**src/pkg/sbcd_pkg.sv**
```systemverilog
package sbcd_pkg;

  // array geometry: two byte lanes of nine bits each
  localparam int ADDR_W = 21;
  localparam int LANE_W = 9;
  localparam int LANES = 2;
  localparam int DATA_W = 18;
  localparam int BURST_W = 2;
  localparam int WBUF_DEPTH = 4;

  // reset values
  localparam logic [BURST_W-1:0] RST_COUNT = 2'h0;
  localparam logic [ADDR_W-1:0] RST_BASE = 21'h000000;
  localparam logic [DATA_W-1:0] RST_RDATA = 18'h00000;
  // burst order pin is pulled high, so interleaved order until sampled
  localparam logic [1:0] RST_ORDER = 2'h3;
  localparam logic [BURST_W-1:0] BURST_STEP = 2'h1;

  // kind of the burst in progress, fixed at its begin cycle
  typedef enum logic [1:0] {
    MODE_DESEL,
    MODE_READ,
    MODE_WRITE
  } sbcd_mode_t;

  // one queued array write
  typedef struct packed {
    logic [ADDR_W-1:0] addr;
    logic [DATA_W-1:0] data;
    logic [LANES-1:0] lane_en;
  } sbcd_wr_t;

  localparam int WR_W = $bits(sbcd_wr_t);

  // whole state of the cycle decoder
  typedef struct packed {
    sbcd_mode_t mode;
    logic [ADDR_W-1:0] base;
    logic [BURST_W-1:0] count;
    logic [DATA_W-1:0] rdata;
    logic [1:0] order_sync;
  } sbcd_state_t;

endpackage

```
**src/hw/sbcd_top.sv**
```systemverilog
`timescale 1ns/1ps

// small fifo of flip-flops, indexed by wrapping pointers with a lap bit
module sbcd_fifo #(
  parameter int W = 8,
  parameter int DEPTH = 4
) (
  input wire logic i_clk,
  input wire logic i_resetn,
  input wire logic i_in_valid,
  output logic o_in_ready,
  input wire logic [W-1:0] i_in_data,
  output logic o_out_valid,
  input wire logic i_out_ready,
  output logic [W-1:0] o_out_data
);
  localparam int PTR_W = $clog2(DEPTH);

  typedef struct packed {
    logic [DEPTH-1:0][W-1:0] mem;
    logic [PTR_W:0] wr_ptr;
    logic [PTR_W:0] rd_ptr;
  } sbcd_fifo_state_t;

  sbcd_fifo_state_t st;
  sbcd_fifo_state_t next_st;
  logic full;
  logic empty;

  // full when pointers differ only in the lap bit
  always_comb begin
    empty = (st.wr_ptr == st.rd_ptr);
    full = (st.wr_ptr[PTR_W-1:0] == st.rd_ptr[PTR_W-1:0]) && (st.wr_ptr[PTR_W] != st.rd_ptr[PTR_W]);
  end

  assign o_in_ready = !full;
  assign o_out_valid = !empty;
  assign o_out_data = st.mem[st.rd_ptr[PTR_W-1:0]];

  // push and pop may happen in the same cycle
  always_comb begin
    next_st = st;
    if (i_in_valid && !full) begin
      next_st.mem[st.wr_ptr[PTR_W-1:0]] = i_in_data;
      next_st.wr_ptr = st.wr_ptr + 1'b1;
    end
    if (i_out_ready && !empty) begin
      next_st.rd_ptr = st.rd_ptr + 1'b1;
    end
  end

  always_ff @(posedge i_clk or negedge i_resetn) begin
    if (!i_resetn) begin
      st <= '0;
    end else begin
      st <= next_st;
    end
  end

endmodule

// cycle decoder and burst sequencer of the flow-through burst memory
module sbcd_top (
  input wire logic I_CORE_CLK,
  input wire logic I_RESETN,
  input wire logic I_CHIP_SELECT_FIRST_N,
  input wire logic I_CHIP_SELECT_SECOND,
  input wire logic I_CHIP_SELECT_THIRD_N,
  input wire logic I_ADVANCE_OR_LOAD,
  input wire logic I_READ_WRITE,
  input wire logic [sbcd_pkg::LANES-1:0] I_BYTE_WRITE_ENABLES_N,
  input wire logic I_CLOCK_ENABLE_N,
  input wire logic I_OUTPUT_ENABLE_N,
  input wire logic I_BURST_ORDER_SELECT,
  input wire logic [sbcd_pkg::ADDR_W-1:0] I_ADDRESS,
  input wire logic [sbcd_pkg::DATA_W-1:0] I_DQ,
  output logic [sbcd_pkg::DATA_W-1:0] O_DQ,
  output logic O_DQ_OE,
  output logic [sbcd_pkg::ADDR_W-1:0] O_ARRAY_RD_ADDR,
  input wire logic [sbcd_pkg::DATA_W-1:0] I_ARRAY_RD_DATA,
  output logic O_ARRAY_WR_VALID,
  output sbcd_pkg::sbcd_wr_t O_ARRAY_WR,
  input wire logic I_ARRAY_WR_READY,
  output logic O_WBUF_READY
);
  import sbcd_pkg::*;

  sbcd_state_t st;
  sbcd_state_t next_st;
  logic selected;
  logic lane_any;
  logic interleave;
  logic push;
  logic write_load;
  logic [ADDR_W-1:0] next_addr;
  sbcd_wr_t wr_entry;
  logic [WR_W-1:0] wr_bits;

  // low address bits of a burst step: xor in interleaved order, add in linear
  function automatic logic [BURST_W-1:0] burst_low(input logic [BURST_W-1:0] start,
                                                   input logic [BURST_W-1:0] cnt,
                                                   input logic inter);
    if (inter) begin
      burst_low = start ^ cnt;
    end else begin
      burst_low = start + cnt;
    end
  endfunction

  // pin decode; only the second stage of the order synchroniser is read
  always_comb begin
    selected = !I_CHIP_SELECT_FIRST_N && I_CHIP_SELECT_SECOND && !I_CHIP_SELECT_THIRD_N;
    lane_any = |(~I_BYTE_WRITE_ENABLES_N);
    interleave = st.order_sync[1];
    // data of a write is taken at its own edge, so the drivers must already be off while it is presented
    write_load = !I_CLOCK_ENABLE_N && !I_ADVANCE_OR_LOAD && selected && !I_READ_WRITE;
  end

  // cycle decode; an inhibited edge keeps everything but the order synchroniser, which still shifts, including the driven read data
  always_comb begin
    next_st = st;
    push = 1'b0;
    next_st.order_sync = {st.order_sync[0], I_BURST_ORDER_SELECT};
    if (!I_CLOCK_ENABLE_N) begin
      if (!I_ADVANCE_OR_LOAD) begin
        if (selected) begin
          next_st.base = I_ADDRESS;
          next_st.count = RST_COUNT;
          if (I_READ_WRITE) begin
            next_st.mode = MODE_READ;
          end else begin
            next_st.mode = MODE_WRITE;
            push = lane_any;
          end
        end else begin
          next_st.mode = MODE_DESEL;
        end
      end else if (st.mode != MODE_DESEL) begin
        // address, select and read-write pins are ignored while advancing
        next_st.count = st.count + BURST_STEP;
        if (st.mode == MODE_WRITE) begin
          push = lane_any;
        end
      end
    end
    next_addr = {next_st.base[ADDR_W-1:BURST_W], burst_low(next_st.base[BURST_W-1:0], next_st.count, interleave)};
    // the array reads combinationally, so the word is caught at the sampling edge
    if (!I_CLOCK_ENABLE_N && next_st.mode == MODE_READ) begin
      next_st.rdata = I_ARRAY_RD_DATA;
    end
  end

  assign O_ARRAY_RD_ADDR = next_addr;

  always_ff @(posedge I_CORE_CLK or negedge I_RESETN) begin
    if (!I_RESETN) begin
      st.mode <= MODE_DESEL;
      st.base <= RST_BASE;
      st.count <= RST_COUNT;
      st.rdata <= RST_RDATA;
      st.order_sync <= RST_ORDER;
    end else begin
      st <= next_st;
    end
  end

  // output enable gates the drivers without a clock; no drive in a write burst or under a write command
  assign O_DQ_OE = (st.mode == MODE_READ) && !write_load && !I_OUTPUT_ENABLE_N;
  assign O_DQ = st.rdata;

  // write data is taken at the same edge as the command
  always_comb begin
    wr_entry.addr = next_addr;
    wr_entry.data = I_DQ;
    wr_entry.lane_en = ~I_BYTE_WRITE_ENABLES_N;
    wr_bits = wr_entry;
  end

  // the buffer decouples a slow array; a full buffer drops the write and shows it on O_WBUF_READY
  sbcd_fifo #(
    .W(WR_W),
    .DEPTH(WBUF_DEPTH)
  ) u_wbuf (
    .i_clk(I_CORE_CLK),
    .i_resetn(I_RESETN),
    .i_in_valid(push),
    .o_in_ready(O_WBUF_READY),
    .i_in_data(wr_bits),
    .o_out_valid(O_ARRAY_WR_VALID),
    .i_out_ready(I_ARRAY_WR_READY),
    .o_out_data(O_ARRAY_WR)
  );

  property p_deselect;
    @(posedge I_CORE_CLK) disable iff (!I_RESETN)
    (!I_CLOCK_ENABLE_N && !I_ADVANCE_OR_LOAD && !selected) ##1 (!I_CLOCK_ENABLE_N && I_ADVANCE_OR_LOAD)
    |=> !O_DQ_OE;
  endproperty
  a_deselect: assert property (p_deselect)
    else $error("deselect cycle left drivers on");

  property p_read_begin;
    @(posedge I_CORE_CLK) disable iff (!I_RESETN)
    (!I_CLOCK_ENABLE_N && !I_ADVANCE_OR_LOAD && selected && I_READ_WRITE) ##1 (!I_OUTPUT_ENABLE_N && !write_load)
    |-> O_DQ_OE && (O_DQ == $past(I_ARRAY_RD_DATA)) && ($past(O_ARRAY_RD_ADDR) == $past(I_ADDRESS));
  endproperty
  a_read_begin: assert property (p_read_begin)
    else $error("read begin did not drive the loaded word");

  property p_write_begin;
    @(posedge I_CORE_CLK) disable iff (!I_RESETN)
    (!I_CLOCK_ENABLE_N && !I_ADVANCE_OR_LOAD && selected && !I_READ_WRITE)
    |-> (push == lane_any) && (wr_entry.addr == I_ADDRESS) && (wr_entry.data == I_DQ);
  endproperty
  a_write_begin: assert property (p_write_begin)
    else $error("write begin queued wrong entry");

  property p_abort;
    @(posedge I_CORE_CLK) disable iff (!I_RESETN)
    (&I_BYTE_WRITE_ENABLES_N) |-> !push;
  endproperty
  a_abort: assert property (p_abort)
    else $error("write with no lane enabled reached the buffer");

  property p_no_drive_write;
    @(posedge I_CORE_CLK) disable iff (!I_RESETN)
    (st.mode == MODE_WRITE) |-> !O_DQ_OE;
  endproperty
  a_no_drive_write: assert property (p_no_drive_write)
    else $error("drivers on during write");

  property p_inhibit;
    @(posedge I_CORE_CLK) disable iff (!I_RESETN)
    I_CLOCK_ENABLE_N |-> !push ##1 ($stable(st.mode) && $stable(st.count) && $stable(st.base) && $stable(O_DQ));
  endproperty
  a_inhibit: assert property (p_inhibit)
    else $error("inhibited edge changed state");

  property p_advance;
    @(posedge I_CORE_CLK) disable iff (!I_RESETN)
    (!I_CLOCK_ENABLE_N && I_ADVANCE_OR_LOAD && st.mode != MODE_DESEL)
    |=> (st.count == $past(st.count) + BURST_STEP) && $stable(st.base) && $stable(st.mode);
  endproperty
  a_advance: assert property (p_advance)
    else $error("burst counter did not step");

  property p_linear;
    @(posedge I_CORE_CLK) disable iff (!I_RESETN)
    (!interleave && !I_CLOCK_ENABLE_N && I_ADVANCE_OR_LOAD && st.mode != MODE_DESEL)
    |-> O_ARRAY_RD_ADDR[1:0] == st.base[1:0] + st.count + BURST_STEP;
  endproperty
  a_linear: assert property (p_linear)
    else $error("linear burst address wrong");

  property p_oe_async;
    @(posedge I_CORE_CLK) disable iff (!I_RESETN)
    I_OUTPUT_ENABLE_N |-> !O_DQ_OE;
  endproperty
  a_oe_async: assert property (p_oe_async)
    else $error("drivers on with output enable inactive");

  property p_write_turnaround;
    @(posedge I_CORE_CLK) disable iff (!I_RESETN)
    write_load |-> !O_DQ_OE;
  endproperty
  a_write_turnaround: assert property (p_write_turnaround)
    else $error("drivers on while a write command is presented");

  property p_continue_deselect;
    @(posedge I_CORE_CLK) disable iff (!I_RESETN)
    (!I_CLOCK_ENABLE_N && I_ADVANCE_OR_LOAD && st.mode == MODE_DESEL)
    |=> (st.mode == MODE_DESEL) && !O_DQ_OE;
  endproperty
  a_continue_deselect: assert property (p_continue_deselect)
    else $error("advance without a burst left deselect");

  property p_read_continue;
    @(posedge I_CORE_CLK) disable iff (!I_RESETN)
    (!I_CLOCK_ENABLE_N && I_ADVANCE_OR_LOAD && st.mode == MODE_READ)
    |=> (st.mode == MODE_READ) && (O_DQ == $past(I_ARRAY_RD_DATA));
  endproperty
  a_read_continue: assert property (p_read_continue)
    else $error("read advance did not show the next word");

  property p_write_continue;
    @(posedge I_CORE_CLK) disable iff (!I_RESETN)
    (!I_CLOCK_ENABLE_N && I_ADVANCE_OR_LOAD && st.mode == MODE_WRITE)
    |-> (push == lane_any) && (wr_entry.data == I_DQ) && (wr_entry.lane_en == ~I_BYTE_WRITE_ENABLES_N);
  endproperty
  a_write_continue: assert property (p_write_continue)
    else $error("write advance queued wrong entry");

  property p_ignore_pins;
    @(posedge I_CORE_CLK) disable iff (!I_RESETN)
    (!I_CLOCK_ENABLE_N && I_ADVANCE_OR_LOAD && st.mode != MODE_DESEL)
    |-> (O_ARRAY_RD_ADDR[ADDR_W-1:BURST_W] == st.base[ADDR_W-1:BURST_W]);
  endproperty
  a_ignore_pins: assert property (p_ignore_pins)
    else $error("advance cycle followed the address pins");

  property p_wrap;
    @(posedge I_CORE_CLK) disable iff (!I_RESETN)
    (!I_CLOCK_ENABLE_N && I_ADVANCE_OR_LOAD && st.mode != MODE_DESEL && (&st.count))
    |-> (O_ARRAY_RD_ADDR[BURST_W-1:0] == st.base[BURST_W-1:0]);
  endproperty
  a_wrap: assert property (p_wrap)
    else $error("burst did not wrap to its start after four cycles");

  property p_interleaved;
    @(posedge I_CORE_CLK) disable iff (!I_RESETN)
    (interleave && !I_CLOCK_ENABLE_N && I_ADVANCE_OR_LOAD && st.mode != MODE_DESEL)
    |-> O_ARRAY_RD_ADDR[1:0] == (st.base[1:0] ^ (st.count + BURST_STEP));
  endproperty
  a_interleaved: assert property (p_interleaved)
    else $error("interleaved burst address wrong");

  property p_inhibit_write;
    @(posedge I_CORE_CLK) disable iff (!I_RESETN)
    (I_CLOCK_ENABLE_N && st.mode == MODE_WRITE) |-> (!push && !O_DQ_OE) ##1 (st.mode == MODE_WRITE);
  endproperty
  a_inhibit_write: assert property (p_inhibit_write)
    else $error("inhibited edge during a write wrote or drove");

  property p_power_up;
    @(posedge I_CORE_CLK) disable iff (!I_RESETN)
    (st.mode != MODE_READ) |-> !O_DQ_OE;
  endproperty
  a_power_up: assert property (p_power_up)
    else $error("drivers on without a decoded read");

endmodule

```
**config.mk**
```make
export PLATFORM = sky130hd
export DESIGN_NAME = sbcd_top
export DESIGN_NICKNAME = d
export VERILOG_FILES = /design/src/pkg/sbcd_pkg.sv /design/src/hw/sbcd_top.sv
export SDC_FILE = /design/constraint.sdc
export NUM_CORES = 1
export LEC_CHECK = 0
export BUFFER_PORTS_ARGS = -buffer_cell sky130_fd_sc_hd__buf_2
export CAP_MARGIN = 0
export CELL_PAD_IN_SITES_DETAIL_PLACEMENT = 1
export CELL_PAD_IN_SITES_GLOBAL_PLACEMENT = 1
export CORE_ASPECT_RATIO = 0.5
export CORE_UTILIZATION = 45
export DETAILED_ROUTE_END_ITERATION = 10
export PLACE_DENSITY = 0.73
export SYNTH_ARGS = -nofsm -noshare
export SYNTH_HDL_FRONTEND = slang
export SYNTH_HIERARCHICAL = 1
export SYNTH_SLANG_ARGS = --single-unit
export TNS_END_PERCENT = 30
```
**constraint.sdc**
```tcl
create_clock -name I_CORE_CLK -period 2.35 [get_ports I_CORE_CLK]
set_input_delay 0.235 -clock I_CORE_CLK [delete_from_list [all_inputs] [get_ports I_CORE_CLK]]
set_output_delay 0.235 -clock I_CORE_CLK [all_outputs]
set_load 0.05 [all_outputs]
```
==> out/results.txt <==
Outcome = finished with violations
Failing checks = setup timing
CP Data Arrival Time = 2.16 ns
Global placement routability congestion = 0.754
Largest net degree at the start of global routing = 63
Die width = 217 um
Synth area leader = dfrtp_1
Peak supply drop = 0.000693 V
Synth cell count leaders = dfrtp_1 (213), mux2_4 (169), buf_4 (41), mux4_2 (41), mux2_2 (35)
Final Power = 15.0 mW
Fin util = 0.562
Worst min path class = in2reg
H-tree depth = 1
R2r setup slk = 0.16 ns
PortBufs = 152
Setup tns final = -0.0452 ns
Main synth FF type = dfrtp_1
Placed instance count = 1011
Hold Violations, Final = 0
Total track usage = 0.207
Yosys cell types = 42
Vias in the first global route = 6471
CTS sink cnt = 215
Worst setup SP type = flip-flop
Post-DR wirelength/cell = 21.9 um
YS warnings = 6
RSZ-0062 raised after global routing = true
WL final = 23700 um
FFs w/ async S/R, synth = 1.00
Clk_lat worst skew = 0.51 ns
Clock buffer depth = 3
Static Leak = 6.00 nW
Dpl cell area = 11300 um2
Worst slew margin = 0.644
Clock Tree Root = clkbuf_16
Syn nets = 680
# IOs = 153
Fin crit share = 1.02
Fillers = 2096
CP endpoint kind = output pin
Most common cell in the synthesized netlist = dfrtp_1
Num CTS Buffers = 21
Worst hold path startpoint = I_DQ[11]
Synth top area cells = dfrtp_1 (51%), mux2_4 (24%), mux4_2 (8.9%)
Worst-Margin Slew = 0.531 ns
Worst Path Required = 2.12 ns
Period minus WS final = 2.40 ns
CORE AREA = 22200 um2
FF+latch count, synth = 215
Final worst setup slack = -0.0452 ns
Site Rows = 38
Hold path cells = 2
Via density = 5.20
Critical path type = reg2out
Clk slew on worst S/H paths = 0.06 ns
Antenna viol nets, final = 0
Maxcap violations = 0
Initial Util = 0.470
Seq/Total Area, Yosys = 0.517
Clk_skew = 0.00916 ns
Cell Pwr Density = 1200 nW/um2
Critical-path maximum fanout = 5
Post-synth top area share = 0.512
Die Ht = 110 um
Via count = 5647
Initial antenna violation count = 0
Pins over their slew limit = 0
Area occupied by multi-input gates = 4510 um2
Syn Area/Cell = 17.2 um2
Share of layout cells above drive strength 1 = 0.625
Post-Syn Area = 10400 um2
CTS tree = done
Die area = 23800 um2
Reg2reg end = u_wbuf/st[128]$_DFFE_PN0P_
Sequential cell area = 5390 um2
Post-route non-filler standard cell count = 1085
Final Instance Area = 12400 um2
DRC viols = 0
Grt ovf = 0
First-pass GRT wire length = 37700 um
Number of flops mapped to enable cells by yosys = 0
Syn-to-layout area delta = 19.5%
Max Fclk = 0.417 GHz
1st-pass router iterations = 4
Number of diodes = 0
Endpoints failing setup = 1
Hpwl dp = 14800 um
R2R depth = 7
Reg-to-reg startpoint = st[43]$_DFF_PN0_
Initial DRC count = 236
Hold endpoint = u_wbuf/st[60]$_DFFE_PN0P_
Synthesized instance count = 604
Final nets = 846
[power breakdown]
group	switching, mW	internal (mW)	leakage, nW
registers	0.650	4.69	2.86
logic	3.64	2.60	2.80
clock network	1.45	1.95	0.341
total	5.74	9.24	6.00
[layout by cell type, fill, tap and decap left out, types with 2 or more instances in the layout]
master         synthesis  routed
xor2_1                 4       3
o311ai_0               2       2
buf_2                  6     149
clkbuf_1               4       4
nand3_1                4       4
dlygate4sd3_1          0      31
dfstp_2                2       2
dfrtp_1              213     209
clkbuf_8               0       7
clkbuf_16              0      21
nor2_1                 6       5
inv_1                  6       6
mux4_2                41      41
a31oi_4                4       4
mux2_4               169     169
ha_1                   6       5
o31ai_1                2       2
clkinv_2               0       4
xnor2_2                2       3
xnor2_1                3       2
buf_4                 41      17
mux2_2                35      35
buf_12                 1      11
dfrtp_2                0       3
o21ai_0                8       7
nand2_1                9       9
[what timing repair did]
item,in CTS,in global routing
setup endpoints to repair,2,9
gates cloned,0,0
gates resized for setup,6,12
hold endpoints to repair,114,0
pin swaps,2,5
buffers inserted,2,3
hold buffers,31,0
[routing by layer]
| metal | share of wire | up-vias | routed length, um | global-route usage |
|---|---|---|---|---|
| met5 | 0 | - | 0 | 0 |
| met4 | 0.016 | 0 | 379 | 0.0463 |
| met3 | 0.031 | 31 | 727 | 0.0349 |
| met2 | 0.49 | 84 | 11700 | 0.351 |
| met1 | 0.46 | 3051 | 10900 | 0.282 |
| li1 | - | 2481 | - | - |
[kinds of logic after synthesis]
family,Yosys count,synth area share
XOR/XNOR,10,0.0117
AND/OR/NAND/NOR,31,0.0173
adder cells (fa/ha/maj),6,0.00721
flip-flops,215,0.517
AO/OA/AOI/OAI,23,0.0215
buffers and inverters,74,0.0553
multiplexers,245,0.370
[area by class of cell]
class                           count  area share
Clock buffer                       31      0.0501
Clock inverter                      7     0.00533
Inverter                            6     0.00181
Multi-Input combinational cell    315       0.362
Sequential cell                   215       0.433
Tap cell                          300      0.0302
Timing Repair Buffer              211       0.117
[sequential cells by signal, summed over array words and instances, names as in the netlist]
name	flops
st	25
next_st	1
O_DQ	18
interleave	1
u_wbuf/st	170
[worst max-delay path, stage by stage, from the launching register on]
cell and delay, ns:
dfrtp_2 0.44, nor2_4 0.15, nor3_2 0.06, a21oi_2 0.14, o21ai_2 0.09, ha_2 0.19, nor2b_4 0.13, xnor2_2 0.24
buf_6 0.20
[per-stage QoR]
step	setup WS, ns	hold slack [ns]
6_report	-0.0452	0.0170
5_1_grt	-0.113	0.00260
4_1_cts	-0.0678	0.00292
3_5_place_dp	0.0484	0.262
3_3_place_gp	0.113	0.258
2_1_floorplan	0.137	-0.0606
[how the worst max path moves through the flow]
stage | from | end | slack [ns] | depth (start not counted)
2_1_floorplan | I_CHIP_SELECT_THIRD_N | u_wbuf/st[130]$_DFFE_PN0P_ | 0.14 | 9
4_1_cts | st[44]$_DFF_PN0_ | O_ARRAY_RD_ADDR[1] | -0.07 | 5
3_5_place_dp | I_CHIP_SELECT_THIRD_N | u_wbuf/st[169]$_DFFE_PN0P_ | 0.05 | 9
6_report | st[44]$_DFF_PN0_ | O_ARRAY_RD_ADDR[1] | -0.05 | 8
5_1_grt | st[44]$_DFF_PN0_ | O_ARRAY_RD_ADDR[1] | -0.11 | 8
3_3_place_gp | I_CHIP_SELECT_THIRD_N | u_wbuf/st[169]$_DFFE_PN0P_ | 0.11 | 9
Note: power is estimated with default switching activity, not from simulation.
